## config.mk

```make
export PLATFORM = sky130hd
export DESIGN_NAME = event_type_hold_logic
export DESIGN_NICKNAME = d
export VERILOG_FILES = /design/src/event_pkg.sv /design/src/event_type_hold_logic.sv
export VERILOG_INCLUDE_DIRS = /design/src
export SDC_FILE = /design/constraint.sdc
export NUM_CORES = 1
export LEC_CHECK = 0
export BUFFER_PORTS_ARGS = -buffer_cell sky130_fd_sc_hd__buf_2
export CORE_UTILIZATION = 50
export CTS_BUF_LIST = sky130_fd_sc_hd__clkbuf_8
export DETAILED_ROUTE_END_ITERATION = 16
export HOLD_SLACK_MARGIN = 0.06
export PLACE_DENSITY = 0.87
export SLEW_MARGIN = 20
export SYNTH_ARGS = -nofsm -noshare
export SYNTH_HDL_FRONTEND = slang
export SYNTH_SLANG_ARGS = --single-unit
export TNS_END_PERCENT = 100
```

## constraint.sdc

```tcl
create_clock -name aclk -period 5.7 [get_ports aclk]
set_input_delay 1.14 -clock aclk [delete_from_list [all_inputs] [get_ports aclk]]
set_output_delay 1.14 -clock aclk [all_outputs]
set_load 0.02 [all_outputs]
```

## src/event_map.svh

```systemverilog
// Constants for the event channel: action codes, hold codes, defaults, widths
// Assumes inclusion by the package, the checker and the bench
`ifndef EVENT_MAP_SVH
`define EVENT_MAP_SVH
`define EV_DATA_W 16
`define EV_TYPE_W 4
`define EV_HOLD_W 2
`define EV_TYPE_NONE 4'h0
`define EV_TYPE_DEV_HI 4'h1
`define EV_TYPE_DEV_LO 4'h2
`define EV_TYPE_DEV_HL 4'h3
`define EV_TYPE_BAND 4'h4
`define EV_TYPE_PV_HI 4'h5
`define EV_TYPE_PV_LO 4'h6
`define EV_TYPE_SV_HI 4'h7
`define EV_TYPE_SV_LO 4'h8
`define EV_TYPE_UNUSED 4'h9
`define EV_TYPE_HEAT_HI 4'ha
`define EV_TYPE_HEAT_LO 4'hb
`define EV_TYPE_COOL_HI 4'hc
`define EV_TYPE_COOL_LO 4'hd
`define EV_HOLD_OFF 2'h0
`define EV_HOLD_ON 2'h1
`define EV_HOLD_REHOLD 2'h2
`define EV_TYPE_RESET `EV_TYPE_NONE
`define EV_HOLD_RESET `EV_HOLD_OFF
`define EV_GAP_RESET 16'h0002
`define EV_ZERO 16'h0000
`define ADDR_TYPE 4'h0
`define ADDR_HOLD 4'h4
`define ADDR_SETVAL 4'h8
`define ADDR_GAP 4'hc
`define ADDR_W 4
`define ADDR_LSB 4'h0
`define RESP_OKAY 2'h0
`define RESP_SLVERR 2'h2
`define STATUS_HOLD_BIT 1
`define STATUS_EVENT_BIT 0
`endif

```

## src/event_pkg.sv

```systemverilog
// Types shared by the event channel
// Assumes event_map.svh in the same folder
`include "event_map.svh"
package event_pkg;
   typedef struct packed {
      logic signed [`EV_DATA_W-1:0] measured_value;
      logic signed [`EV_DATA_W-1:0] control_setpoint;
      logic signed [`EV_DATA_W-1:0] setpoint_monitor;
      logic signed [`EV_DATA_W-1:0] heat_side_output;
      logic signed [`EV_DATA_W-1:0] cool_side_output;
      logic signed [`EV_DATA_W-1:0] feedback_resistance_input;
   } process_values_t;
   typedef struct packed {
      logic sample;
      logic run;
      logic fbr_in_use;
      logic rate_limiter_on;
      logic remote_mode;
   } process_status_t;
   typedef enum logic [1:0] {st_idle, st_ready, st_resp} bus_state_t;
endpackage

```

## src/event_type_hold_logic.sv

```systemverilog
// Event evaluation with hold and re-hold for one event channel, AXI4-Lite setup
// Assumes process values and status synchronous to aclk, sample a one-cycle pulse
//
// Operation
// - Decode action codes zero through thirteen
// - Action type resets to none
// - Deviation types compare measured minus monitored setpoint
// - Process types compare measured value directly
// - Setpoint types compare control setpoint
// - Output types compare heat or cool output
// - Feedback input replaces heat output when used
// - Setpoint types are never held
// - Hold code zero off, one hold, two rehold
// - Hold after power-on until non-event range
// - Hold again on every stop to run
// - Hold code two rearms on setpoint change
// - Rate limiter or remote mode disables rehold
// - Differential gap prevents output chatter
//
// The register addresses and register access over AXI4-Lite were chosen for this implementation.
`timescale 1ns/1ns
module event_type_hold_logic
   import event_pkg::*;
(
   input wire logic aclk,
   input wire logic aresetn,
   input wire logic [31:0] s_axi_awaddr,
   input wire logic s_axi_awvalid,
   output logic s_axi_awready,
   input wire logic [31:0] s_axi_wdata,
   input wire logic [3:0] s_axi_wstrb,
   input wire logic s_axi_wvalid,
   output logic s_axi_wready,
   output logic [1:0] s_axi_bresp,
   output logic s_axi_bvalid,
   input wire logic s_axi_bready,
   input wire logic [31:0] s_axi_araddr,
   input wire logic s_axi_arvalid,
   output logic s_axi_arready,
   output logic [31:0] s_axi_rdata,
   output logic [1:0] s_axi_rresp,
   output logic s_axi_rvalid,
   input wire logic s_axi_rready,
   input wire process_values_t values,
   input wire process_status_t status,
   output logic event_out
);
   logic [`EV_TYPE_W-1:0] action_type;
   logic [`EV_HOLD_W-1:0] hold_mode;
   logic signed [`EV_DATA_W-1:0] event_setval;
   logic [`EV_DATA_W-1:0] diff_gap;
   logic hold_flag;
   logic event_state;
   logic run_prev;
   logic signed [`EV_DATA_W-1:0] sv_prev;
   logic sv_seen;
   bus_state_t wr_state;
   logic aw_taken;
   logic w_taken;
   logic [`ADDR_W-1:0] aw_addr;
   logic [31:0] w_data;
   logic [3:0] w_strb;

   // Register decode shared by the read and write paths
   function automatic logic addr_ok(input logic [`ADDR_W-1:0] a);
      addr_ok = (a == `ADDR_TYPE) || (a == `ADDR_HOLD) || (a == `ADDR_SETVAL) ||
                (a == `ADDR_GAP);
   endfunction

   // Byte lanes of a 16-bit register
   function automatic logic [15:0] merge16(input logic [15:0] old, input logic [31:0] d,
                                           input logic [3:0] s);
      merge16 = {s[1] ? d[15:8] : old[15:8], s[0] ? d[7:0] : old[7:0]};
   endfunction

   // Write channel: address and data in either order, response after both
   always_ff @(posedge aclk) begin
      if (!aresetn) begin
         wr_state <= st_idle;
         aw_taken <= 1'b0;
         w_taken <= 1'b0;
         aw_addr <= `ADDR_LSB;
         w_data <= 32'h0000_0000;
         w_strb <= 4'h0;
         s_axi_awready <= 1'b0;
         s_axi_wready <= 1'b0;
         s_axi_bvalid <= 1'b0;
         s_axi_bresp <= `RESP_OKAY;
      end else begin
         case (wr_state)
            st_idle: begin
               s_axi_awready <= 1'b1;
               s_axi_wready <= 1'b1;
               aw_taken <= 1'b0;
               w_taken <= 1'b0;
               wr_state <= st_ready;
            end
            st_ready: begin
               if (s_axi_awvalid && s_axi_awready) begin
                  aw_addr <= s_axi_awaddr[`ADDR_W-1:0];
                  aw_taken <= 1'b1;
                  s_axi_awready <= 1'b0;
               end
               if (s_axi_wvalid && s_axi_wready) begin
                  w_data <= s_axi_wdata;
                  w_strb <= s_axi_wstrb;
                  w_taken <= 1'b1;
                  s_axi_wready <= 1'b0;
               end
               if ((aw_taken || (s_axi_awvalid && s_axi_awready)) &&
                   (w_taken || (s_axi_wvalid && s_axi_wready))) begin
                  s_axi_awready <= 1'b0;
                  s_axi_wready <= 1'b0;
                  wr_state <= st_resp;
               end
            end
            st_resp: begin
               if (!s_axi_bvalid) begin
                  s_axi_bvalid <= 1'b1;
                  s_axi_bresp <= addr_ok(aw_addr) ? `RESP_OKAY : `RESP_SLVERR;
               end else if (s_axi_bready) begin
                  s_axi_bvalid <= 1'b0;
                  wr_state <= st_idle;
               end
            end
            default: begin
               wr_state <= st_idle;
            end
         endcase
      end
   end

   // One store strobe per write, in the cycle before bvalid rises
   logic do_write;
   assign do_write = (wr_state == st_resp) && !s_axi_bvalid;

   // Configuration registers
   always_ff @(posedge aclk) begin
      if (!aresetn) begin
         action_type <= `EV_TYPE_RESET;
         hold_mode <= `EV_HOLD_RESET;
         event_setval <= `EV_ZERO;
         diff_gap <= `EV_GAP_RESET;
      end else if (do_write) begin
         case (aw_addr)
            `ADDR_TYPE: begin
               if (w_strb[0]) begin
                  action_type <= w_data[`EV_TYPE_W-1:0];
               end
            end
            `ADDR_HOLD: begin
               if (w_strb[0]) begin
                  hold_mode <= w_data[`EV_HOLD_W-1:0];
               end
            end
            `ADDR_SETVAL: begin
               event_setval <= merge16(event_setval, w_data, w_strb);
            end
            `ADDR_GAP: begin
               diff_gap <= merge16(diff_gap, w_data, w_strb);
            end
            default: begin
            end
         endcase
      end
   end

   // Read word assembled from the registers
   logic [31:0] read_word;
   always_comb begin
      case (s_axi_araddr[`ADDR_W-1:0])
         `ADDR_TYPE: read_word = {hold_flag, event_state, 26'h0, action_type};
         `ADDR_HOLD: read_word = {30'h0, hold_mode};
         `ADDR_SETVAL: read_word = {16'h0000, event_setval};
         `ADDR_GAP: read_word = {16'h0000, diff_gap};
         default: read_word = 32'h0000_0000;
      endcase
   end

   // Read channel
   always_ff @(posedge aclk) begin
      if (!aresetn) begin
         s_axi_arready <= 1'b0;
         s_axi_rvalid <= 1'b0;
         s_axi_rdata <= 32'h0000_0000;
         s_axi_rresp <= `RESP_OKAY;
      end else if (s_axi_rvalid) begin
         if (s_axi_rready) begin
            s_axi_rvalid <= 1'b0;
         end
      end else if (s_axi_arvalid && s_axi_arready) begin
         s_axi_arready <= 1'b0;
         s_axi_rvalid <= 1'b1;
         s_axi_rresp <= addr_ok(s_axi_araddr[`ADDR_W-1:0]) ? `RESP_OKAY : `RESP_SLVERR;
         s_axi_rdata <= read_word;
      end else begin
         s_axi_arready <= 1'b1;
      end
   end

   // Comparison with differential gap
   logic signed [`EV_DATA_W:0] deviation;
   logic signed [`EV_DATA_W:0] abs_dev;
   logic signed [`EV_DATA_W:0] monitored;
   logic signed [`EV_DATA_W:0] thr;
   logic signed [`EV_DATA_W:0] gap;
   logic signed [`EV_DATA_W-1:0] heat_value;
   logic high_sense;
   logic band_sense;
   logic in_event;
   logic holdable;
   logic valid_type;

   always_comb begin
      heat_value = status.fbr_in_use ? values.feedback_resistance_input
                                     : values.heat_side_output;
      deviation = {values.measured_value[`EV_DATA_W-1], values.measured_value} -
                  {values.setpoint_monitor[`EV_DATA_W-1], values.setpoint_monitor};
      abs_dev = deviation[`EV_DATA_W] ? -deviation : deviation;
      thr = {event_setval[`EV_DATA_W-1], event_setval};
      gap = {1'b0, diff_gap};
      monitored = deviation;
      high_sense = 1'b1;
      band_sense = 1'b0;
      valid_type = 1'b1;
      holdable = 1'b1;
      case (action_type)
         `EV_TYPE_DEV_HI: monitored = deviation;
         `EV_TYPE_DEV_LO: begin
            monitored = deviation;
            high_sense = 1'b0;
         end
         `EV_TYPE_DEV_HL: monitored = abs_dev;
         `EV_TYPE_BAND: begin
            monitored = abs_dev;
            band_sense = 1'b1;
         end
         `EV_TYPE_PV_HI: monitored = {values.measured_value[`EV_DATA_W-1],
                                      values.measured_value};
         `EV_TYPE_PV_LO: begin
            monitored = {values.measured_value[`EV_DATA_W-1], values.measured_value};
            high_sense = 1'b0;
         end
         `EV_TYPE_SV_HI: begin
            monitored = {values.control_setpoint[`EV_DATA_W-1], values.control_setpoint};
            holdable = 1'b0;
         end
         `EV_TYPE_SV_LO: begin
            monitored = {values.control_setpoint[`EV_DATA_W-1], values.control_setpoint};
            high_sense = 1'b0;
            holdable = 1'b0;
         end
         `EV_TYPE_HEAT_HI: monitored = {heat_value[`EV_DATA_W-1], heat_value};
         `EV_TYPE_HEAT_LO: begin
            monitored = {heat_value[`EV_DATA_W-1], heat_value};
            high_sense = 1'b0;
         end
         `EV_TYPE_COOL_HI: monitored = {values.cool_side_output[`EV_DATA_W-1],
                                        values.cool_side_output};
         `EV_TYPE_COOL_LO: begin
            monitored = {values.cool_side_output[`EV_DATA_W-1],
                         values.cool_side_output};
            high_sense = 1'b0;
         end
         default: begin
            valid_type = 1'b0;
            holdable = 1'b0;
         end
      endcase
      // Asserting edge at threshold, past it for the band type; release past threshold by the gap
      if (band_sense) begin
         in_event = event_state ? (monitored >= thr - gap) : (monitored > thr);
      end else if (high_sense) begin
         in_event = event_state ? (monitored > thr - gap) : (monitored >= thr);
      end else begin
         in_event = event_state ? (monitored < thr + gap) : (monitored <= thr);
      end
      in_event = in_event && valid_type;
   end

   // Hold state: run edges on every clock, the rest once per sample
   logic sv_changed;
   logic rehold_ok;
   logic run_rise;
   logic rearm;
   assign sv_changed = sv_seen && (values.control_setpoint != sv_prev);
   assign rehold_ok = (hold_mode == `EV_HOLD_REHOLD) && !status.rate_limiter_on &&
                      !status.remote_mode;
   assign run_rise = status.run && !run_prev;
   assign rearm = sv_changed && rehold_ok;

   // Run level tracked on every clock so a short stop between samples still holds
   always_ff @(posedge aclk) begin
      if (!aresetn) begin
         run_prev <= 1'b0;
      end else begin
         run_prev <= status.run;
      end
   end

   // Setpoint seen at the previous sample
   always_ff @(posedge aclk) begin
      if (!aresetn) begin
         sv_prev <= `EV_ZERO;
         sv_seen <= 1'b0;
      end else if (status.sample) begin
         sv_prev <= values.control_setpoint;
         sv_seen <= 1'b1;
      end
   end

   always_ff @(posedge aclk) begin
      if (!aresetn) begin
         hold_flag <= 1'b1;
      end else if (run_rise) begin
         hold_flag <= 1'b1;
      end else if (status.sample) begin
         if (rearm) begin
            hold_flag <= 1'b1;
         end else if (!in_event) begin
            hold_flag <= 1'b0;
         end
      end
   end

   // Hold ignored for setpoint types and hold code zero; a new hold counts at once
   logic hold_active;
   assign hold_active = (hold_flag || run_rise || rearm) && holdable &&
                        (hold_mode != `EV_HOLD_OFF);

   // Event result registered once per sample
   always_ff @(posedge aclk) begin
      if (!aresetn) begin
         event_state <= 1'b0;
         event_out <= 1'b0;
      end else if (status.sample) begin
         event_state <= in_event;
         event_out <= in_event && !hold_active;
      end
   end
endmodule

```

* Word-level counts from Yosys, hierarchy flattened
Cells that the tools add are included.
W data, S select, Z words.
** Cells by class
- Reductions and logical operators :: 59
- Bitwise logic cells :: 3
- Equality and inequality tests :: 30
- $add $sub $neg :: 4
- Multiplexer cells :: 36
- Order comparisons :: 6
** Operator list (number)
- $pmux W32 S4 :: 1
- $pmux W17 S5 :: 1
- $eq A4 B4 Y1 const B :: 9
- $eq A4 B3 Y1 const B :: 6
- $mux W1 :: 22
- $reduce_and A3 Y1 :: 7
- $reduce_and A2 Y1 :: 9
- $add A16 B17 Y17 :: 1
- $ge A17 B16 Y1 :: 1
- $ge A17 B17 Y1 :: 1
- $gt A17 B16 Y1 :: 1
- $gt A17 B17 Y1 :: 1
- $le A17 B16 Y1 :: 1
- $lt A17 B17 Y1 :: 1
- $mux W17 :: 1
- $neg A17 Y17 :: 1
- $sub A16 B16 Y17 :: 1
- $sub A16 B17 Y17 :: 1
- $mux W16 :: 1
- $ne A16 B16 Y1 :: 1
- $logic_and A1 B1 Y1 :: 14
- $reduce_or A12 Y1 :: 1
- $reduce_or A2 Y1 :: 6
- $logic_or A1 B1 Y1 :: 10
- other kinds (17) :: 39
** Word-level totals
- Logic and storage cells :: 164
- Input bits :: 208
- Output and inout bits :: 42
- Flip-flop bits (word level) :: 126

* Depth between registers and ports, before layout
- Depth in word-level cells :: 11
- Depth in mapped cells :: 26
- Depth with buffers taken out :: 26

* Worst setup path before layout
Ideal clock, no wire load.
- Path kind :: in2reg
- Start :: input values[80] in the netlist's numbering
- End :: register event_state
- Stages :: 24
- Setup time :: 70 ps
- Data required time :: 5630 ps
- Arrival :: 5973 ps
- Path slack :: -342 ps
- Path through :: inv_1 -> ha_1 -> fa_1 -> nor2b_1 -> o21a_1 -> o21ai_0 -> and2_1 -> or3_1 -> o21ai_0 -> xor2_1 -> o21ai_0 -> ha_1 -> nand4_1 -> nor3_1 -> nor2_1 -> o211ai_1 -> a21oi_1 -> maj3_2 -> maj3_2 -> maj3_2 -> o32ai_1 -> nor4_1 -> or4b_1 -> a21oi_1
** On the way
- Cells in the longest elaborated chain, start to end :: 9
- Elaborated cells on any way between the ends :: 16
** Ends and longest elaborated chain
- start: declaration :: RTL line event_type_hold_logic.sv:44 : input wire process_values_t values,
- $sub A16 B16 Y17 :: RTL line event_type_hold_logic.sv:217 : deviation = {values.measured_value[`EV_DATA_W-1], values.measured_value} -
- $neg A17 Y17 :: RTL line event_type_hold_logic.sv:219 : abs_dev = deviation[`EV_DATA_W] ? -deviation : deviation;
- $mux W17 :: RTL line event_type_hold_logic.sv:219
- $pmux W17 S5 * :: RTL line event_type_hold_logic.sv:227 : case (action_type)
- $ge A17 B16 Y1 (tied with other cells) :: RTL line event_type_hold_logic.sv:274 : in_event = event_state ? (monitored > thr - gap) : (monitored >= thr);
- $mux W1 (on tied branches) :: RTL line event_type_hold_logic.sv:274, event_type_hold_logic.sv:276
- $mux W1 :: RTL line event_type_hold_logic.sv:273 : end else if (high_sense) begin
- $mux W1 * :: RTL line event_type_hold_logic.sv:271 : if (band_sense) begin
- $logic_and A1 B1 Y1 * :: RTL line event_type_hold_logic.sv:278 : in_event = in_event && valid_type;
- end signal: assignment :: RTL line event_type_hold_logic.sv:337 : event_state <= in_event;
- end: declaration :: RTL line event_type_hold_logic.sv:53 : logic event_state;
Mark *: on every way between the ends. The rest lies on a longest branch, timed or not.
A chain may end at the register's enable or synchronous reset.

* Final worst setup path
- Start :: input values[48] in the netlist's numbering
- End :: register event_out
** On the way
- Cells in the longest elaborated chain, start to end :: 10
- Elaborated cells on any way between the ends :: 17
** Ends and longest elaborated chain
- $sub A16 B16 Y17 * :: RTL line event_type_hold_logic.sv:217
- $neg A17 Y17 :: RTL line event_type_hold_logic.sv:219
- $mux W17 :: RTL line event_type_hold_logic.sv:219
- $pmux W17 S5 * :: RTL line event_type_hold_logic.sv:227
- $ge A17 B16 Y1 (tied with other cells) :: RTL line event_type_hold_logic.sv:274
- $mux W1 (on tied branches) :: RTL line event_type_hold_logic.sv:274, event_type_hold_logic.sv:276
- $mux W1 :: RTL line event_type_hold_logic.sv:273
- $mux W1 * :: RTL line event_type_hold_logic.sv:271
- $logic_and A1 B1 Y1 * :: RTL line event_type_hold_logic.sv:278
- $logic_and A1 B1 Y1 * :: RTL line event_type_hold_logic.sv:338 : event_out <= in_event && !hold_active;
- end signal: assignment :: RTL line event_type_hold_logic.sv:338
- end: declaration :: RTL line event_type_hold_logic.sv:46 : output logic event_out
Marked as above.

==> flow_summary.yaml <==
outcome:
  status: "finished, violations left"
  violations: "setup timing"
timing:
  rsz0062_at_grt: "true"
  clock_skew_ns: 0.0113
  worst_hold_slack_ns: 0.467
  finalHoldViolCount: 0
  setup_ws_ns: -0.214
  worst_pin_slew_ns: 1.22
  relSlewSlack: 0.181
  period_share: 1.04
  final_setup_violation_count: 3
  maxClockFrequency_mhz: 169
  final_period_minus_worst_setup_slack_ns: 5.91
  timing.final.max_slew_violations: 0
drt:
  firstDrtPassIters: 8
  detail_route.wl_per_cell_um: 17.5
  post_drt_via_cell_ratio: 5.91
  drt_iter0_markers: 977
  detailroute.via_count: 10376
  drtAntennaViolNets: 0
  post-route-drc-count: 0
  totalWireLength_mm: 30.7
logic_synthesis:
  postSynthCellCount: 1224
  synth_area_leader_cell: "sky130_fd_sc_hd__dfxtp_1"
  area_share_of_xor_xnor_cells_in_the_synthesized_design: 0.0577
  yosys.area_share.adder: 0.123
  synthesis.yosys.warnings: 0
  yosys_register_bits: 110
  postSynth.asyncResetShare: 0
  yosys.area.top_type_share: 0.223
  synth_top_flop_cell: "sky130_fd_sc_hd__dfxtp_1"
  seq_area_frac_synth: 0.223
  yosys-mux-area-fraction: 0.0836
  synth-compound-area-share: 0.240
  largest_cells_by_area_after_synthesis: "sky130_fd_sc_hd__dfxtp_1, sky130_fd_sc_hd__ha_1, sky130_fd_sc_hd__mux2i_1"
  synth_cell_type_count: 81
  post_synth_and_or_nand_nor_area_fraction: 0.209
  count_of_flip_flops_with_a_built_in_enable_after_synthesis: 0
  netlist_area_um2: 9860
  synth_top_family_by_area: "compound AO/OA/AOI/OAI gates"
  synth.avg_cell_area_um2: 8.06
floorplanning:
  core.rowCount: 50
  initial_core_utilization: 0.518
  boundaryPins: 250
  die-width_um: 142
  floorplan.die.height_um: 142
  fp.dieArea_um2: 20300
  core_um2: 19000
worst_hold_path:
  timing.hold.worst.start: "s_axi_rdata[11]"
  hold_path_class: "reg -> reg"
setup_path:
  crit_required_ns: 6.01
  path_class: "in -> reg"
  cp_data_arrival_time_ns: 6.23
  worst-path-max-fanout: 4
  startpoint: "values[48]"
  end_kind: "register"
  crit-reg2reg-launch: "event_setval[0]"
  startpoint_type: "primary input"
global_routing:
  number_of_global_route_vias_before_repair: 10298
  antenna_found_initial: 1
  grt_start_max_net_pins: 50
  grt_overflow: 0
  grt_usage: 0.303
  global_route_wire_length_before_repair_mm: 49.2
layout:
  final_design_area_no_fill_um2: 12500
  most_common_cell_after_layout_fill_and_taps_aside: "sky130_fd_sc_hd__buf_2"
  fill_cells: 1513
  layout_common_cells: "sky130_fd_sc_hd__buf_2, sky130_fd_sc_hd__buf_4, sky130_fd_sc_hd__dfxtp_1"
  post_route_cells_drive_above_1_share: 0.273
  antenna-diode-count: 0
  final_nets: 1788
  post_layout_nonfiller_instances: 1756
  area_growth_pct: 27.0
flow_run:
  max-cap-violations: 0
cts:
  ctsLongestPathBuffers: 2
  hold_buffers: 0
  ctsRootBufferMaster: "sky130_fd_sc_hd__clkbuf_8"
  tritoncts.num_buffers: 9
  h-tree-depth: 3
  insertion_delay_ns: 0.38
  cts_tree: "done"
  worst_setup_hold_path_clk_slew_ns: 0.10
  clock_sinks: 110
placement:
  post-dp-hpwl_mm: 23.8
  place_area_um2: 11900
  gp_congestion: 0.956
  placed_cells_incl_taps: 1728
  port_buffers: 159
power:
  pwr_density_cell_nw_per_um2: 174
  leakage_uw: 0.00560
  vdd.ir_drop.worst_mv: 0.224
  power_after_layout_uw: 2180
-- metrics by stage --
step                      setup TNS [ns]  utilization  worst slack, ns
after global routing               -1.11        0.658           -0.424
final                             -0.484        0.658           -0.214
after detailed placement           -2.28        0.625           -0.791
after floorplan                  -0.0330            -          -0.0166
after CTS                         -0.468        0.650           -0.218
after global placement             -1.95        0.625           -0.683
-- Yosys cell counts (11+ instances only) --
cell type,count
sky130_fd_sc_hd__ha_1,86
sky130_fd_sc_hd__clkbuf_1,51
sky130_fd_sc_hd__a21oi_1,60
sky130_fd_sc_hd__a221oi_1,13
sky130_fd_sc_hd__nor3_1,15
sky130_fd_sc_hd__nand2_1,98
sky130_fd_sc_hd__a21boi_0,24
sky130_fd_sc_hd__xnor2_1,43
sky130_fd_sc_hd__dfxtp_1,110
sky130_fd_sc_hd__o21ai_0,64
sky130_fd_sc_hd__mux2i_1,79
sky130_fd_sc_hd__inv_1,73
sky130_fd_sc_hd__a21o_1,22
sky130_fd_sc_hd__nor2_1,78
sky130_fd_sc_hd__buf_4,16
sky130_fd_sc_hd__o21a_1,17
sky130_fd_sc_hd__a221o_1,11
sky130_fd_sc_hd__nand4_1,17
sky130_fd_sc_hd__a22oi_1,24
sky130_fd_sc_hd__nor2b_1,81
sky130_fd_sc_hd__nand2b_1,12
sky130_fd_sc_hd__nand3_1,21
sky130_fd_sc_hd__xor2_1,22
-- state kept, by name, summed over array words and instances (netlist names), 2 cells and up --
register and count:
diff_gap 16, wr_state 2, w_strb 2, event_setval 16, hold_mode 2, s_axi_rdata 18
action_type 4, sv_prev 16, aw_addr 4, w_data 16
-- logic make-up after synthesis --
family	after synthesis
and+or+nand+nor	390
AOI/OAI and AO/OA	333
buffers and inverters	147
DFF	110
adders and majority gates	96
muxes	82
xor gates and xnor gates	65
other	1
-- worst max-delay path, cell delays in order --
cell                       delay, ns
sky130_fd_sc_hd__buf_2          0.11
sky130_fd_sc_hd__ha_4           0.16
sky130_fd_sc_hd__fa_2           0.39
sky130_fd_sc_hd__buf_4          0.16
sky130_fd_sc_hd__xor2_1         0.16
sky130_fd_sc_hd__and3_1         0.22
sky130_fd_sc_hd__o31ai_4        0.28
sky130_fd_sc_hd__a21o_1         0.21
sky130_fd_sc_hd__nor2_2         0.07
sky130_fd_sc_hd__o21ai_0        0.16
sky130_fd_sc_hd__nand2_1        0.07
sky130_fd_sc_hd__a22oi_1        0.15
sky130_fd_sc_hd__buf_4          0.19
sky130_fd_sc_hd__ha_4           0.21
sky130_fd_sc_hd__a21o_1         0.14
sky130_fd_sc_hd__a21o_1         0.18
sky130_fd_sc_hd__a21oi_1        0.16
sky130_fd_sc_hd__nor2b_1        0.07
sky130_fd_sc_hd__a311oi_1       0.25
sky130_fd_sc_hd__o21a_1         0.17
sky130_fd_sc_hd__maj3_1         0.16
sky130_fd_sc_hd__maj3_2         0.18
sky130_fd_sc_hd__maj3_1         0.17
sky130_fd_sc_hd__a41o_1         0.24
sky130_fd_sc_hd__nor4_4         0.07
sky130_fd_sc_hd__or4b_4         0.59
sky130_fd_sc_hd__a21oi_2        0.14
-- routing by layer --
| layer | global-route usage | share of wire | vias to the layer above |
|---|---|---|---|
| li1 | - | - | 4909 |
| met1 | 0.362 | 0.40 | 4851 |
| met2 | 0.525 | 0.47 | 501 |
| met3 | 0.0545 | 0.079 | 113 |
| met4 | 0.143 | 0.041 | 2 |
| met5 | 0 | 0.00042 | - |
-- layout make-up --
| type | instances | area, um2 | share of cell area |
|---|---|---|---|
| inverter | 74 | 285 | 0.0228 |
| clock inverter | 6 | 77.6 | 0.00619 |
| clock buffer | 10 | 138 | 0.0110 |
| timing repair buffer | 314 | 1990 | 0.159 |
| multi-input combinational | 982 | 7510 | 0.599 |
| sequential | 110 | 2200 | 0.176 |
| tap | 260 | 325 | 0.0260 |
-- path summary, 6_finish.rpt --
kind,end,depth (start not counted),slack (ns)
worst max-delay path,event_out,27,-0.21
worst min-delay path,s_axi_rdata[11],2,0.47
worst max register to register,event_state,28,0.37
worst min register to register,s_axi_rdata[11],2,0.47
-- report_power, final --
group	internal, uW	switching, uW	total (uW)
combinational	425	442	867
sequential	786	17.1	803
clock	224	286	510
-- timing repair --
action	CTS	global route
setup endpoints to repair	3	3
resized for setup	33	29
pin swaps	15	35
setup buffers	8	5
cloned	0	0
Power figures use the tool's default switching activity.
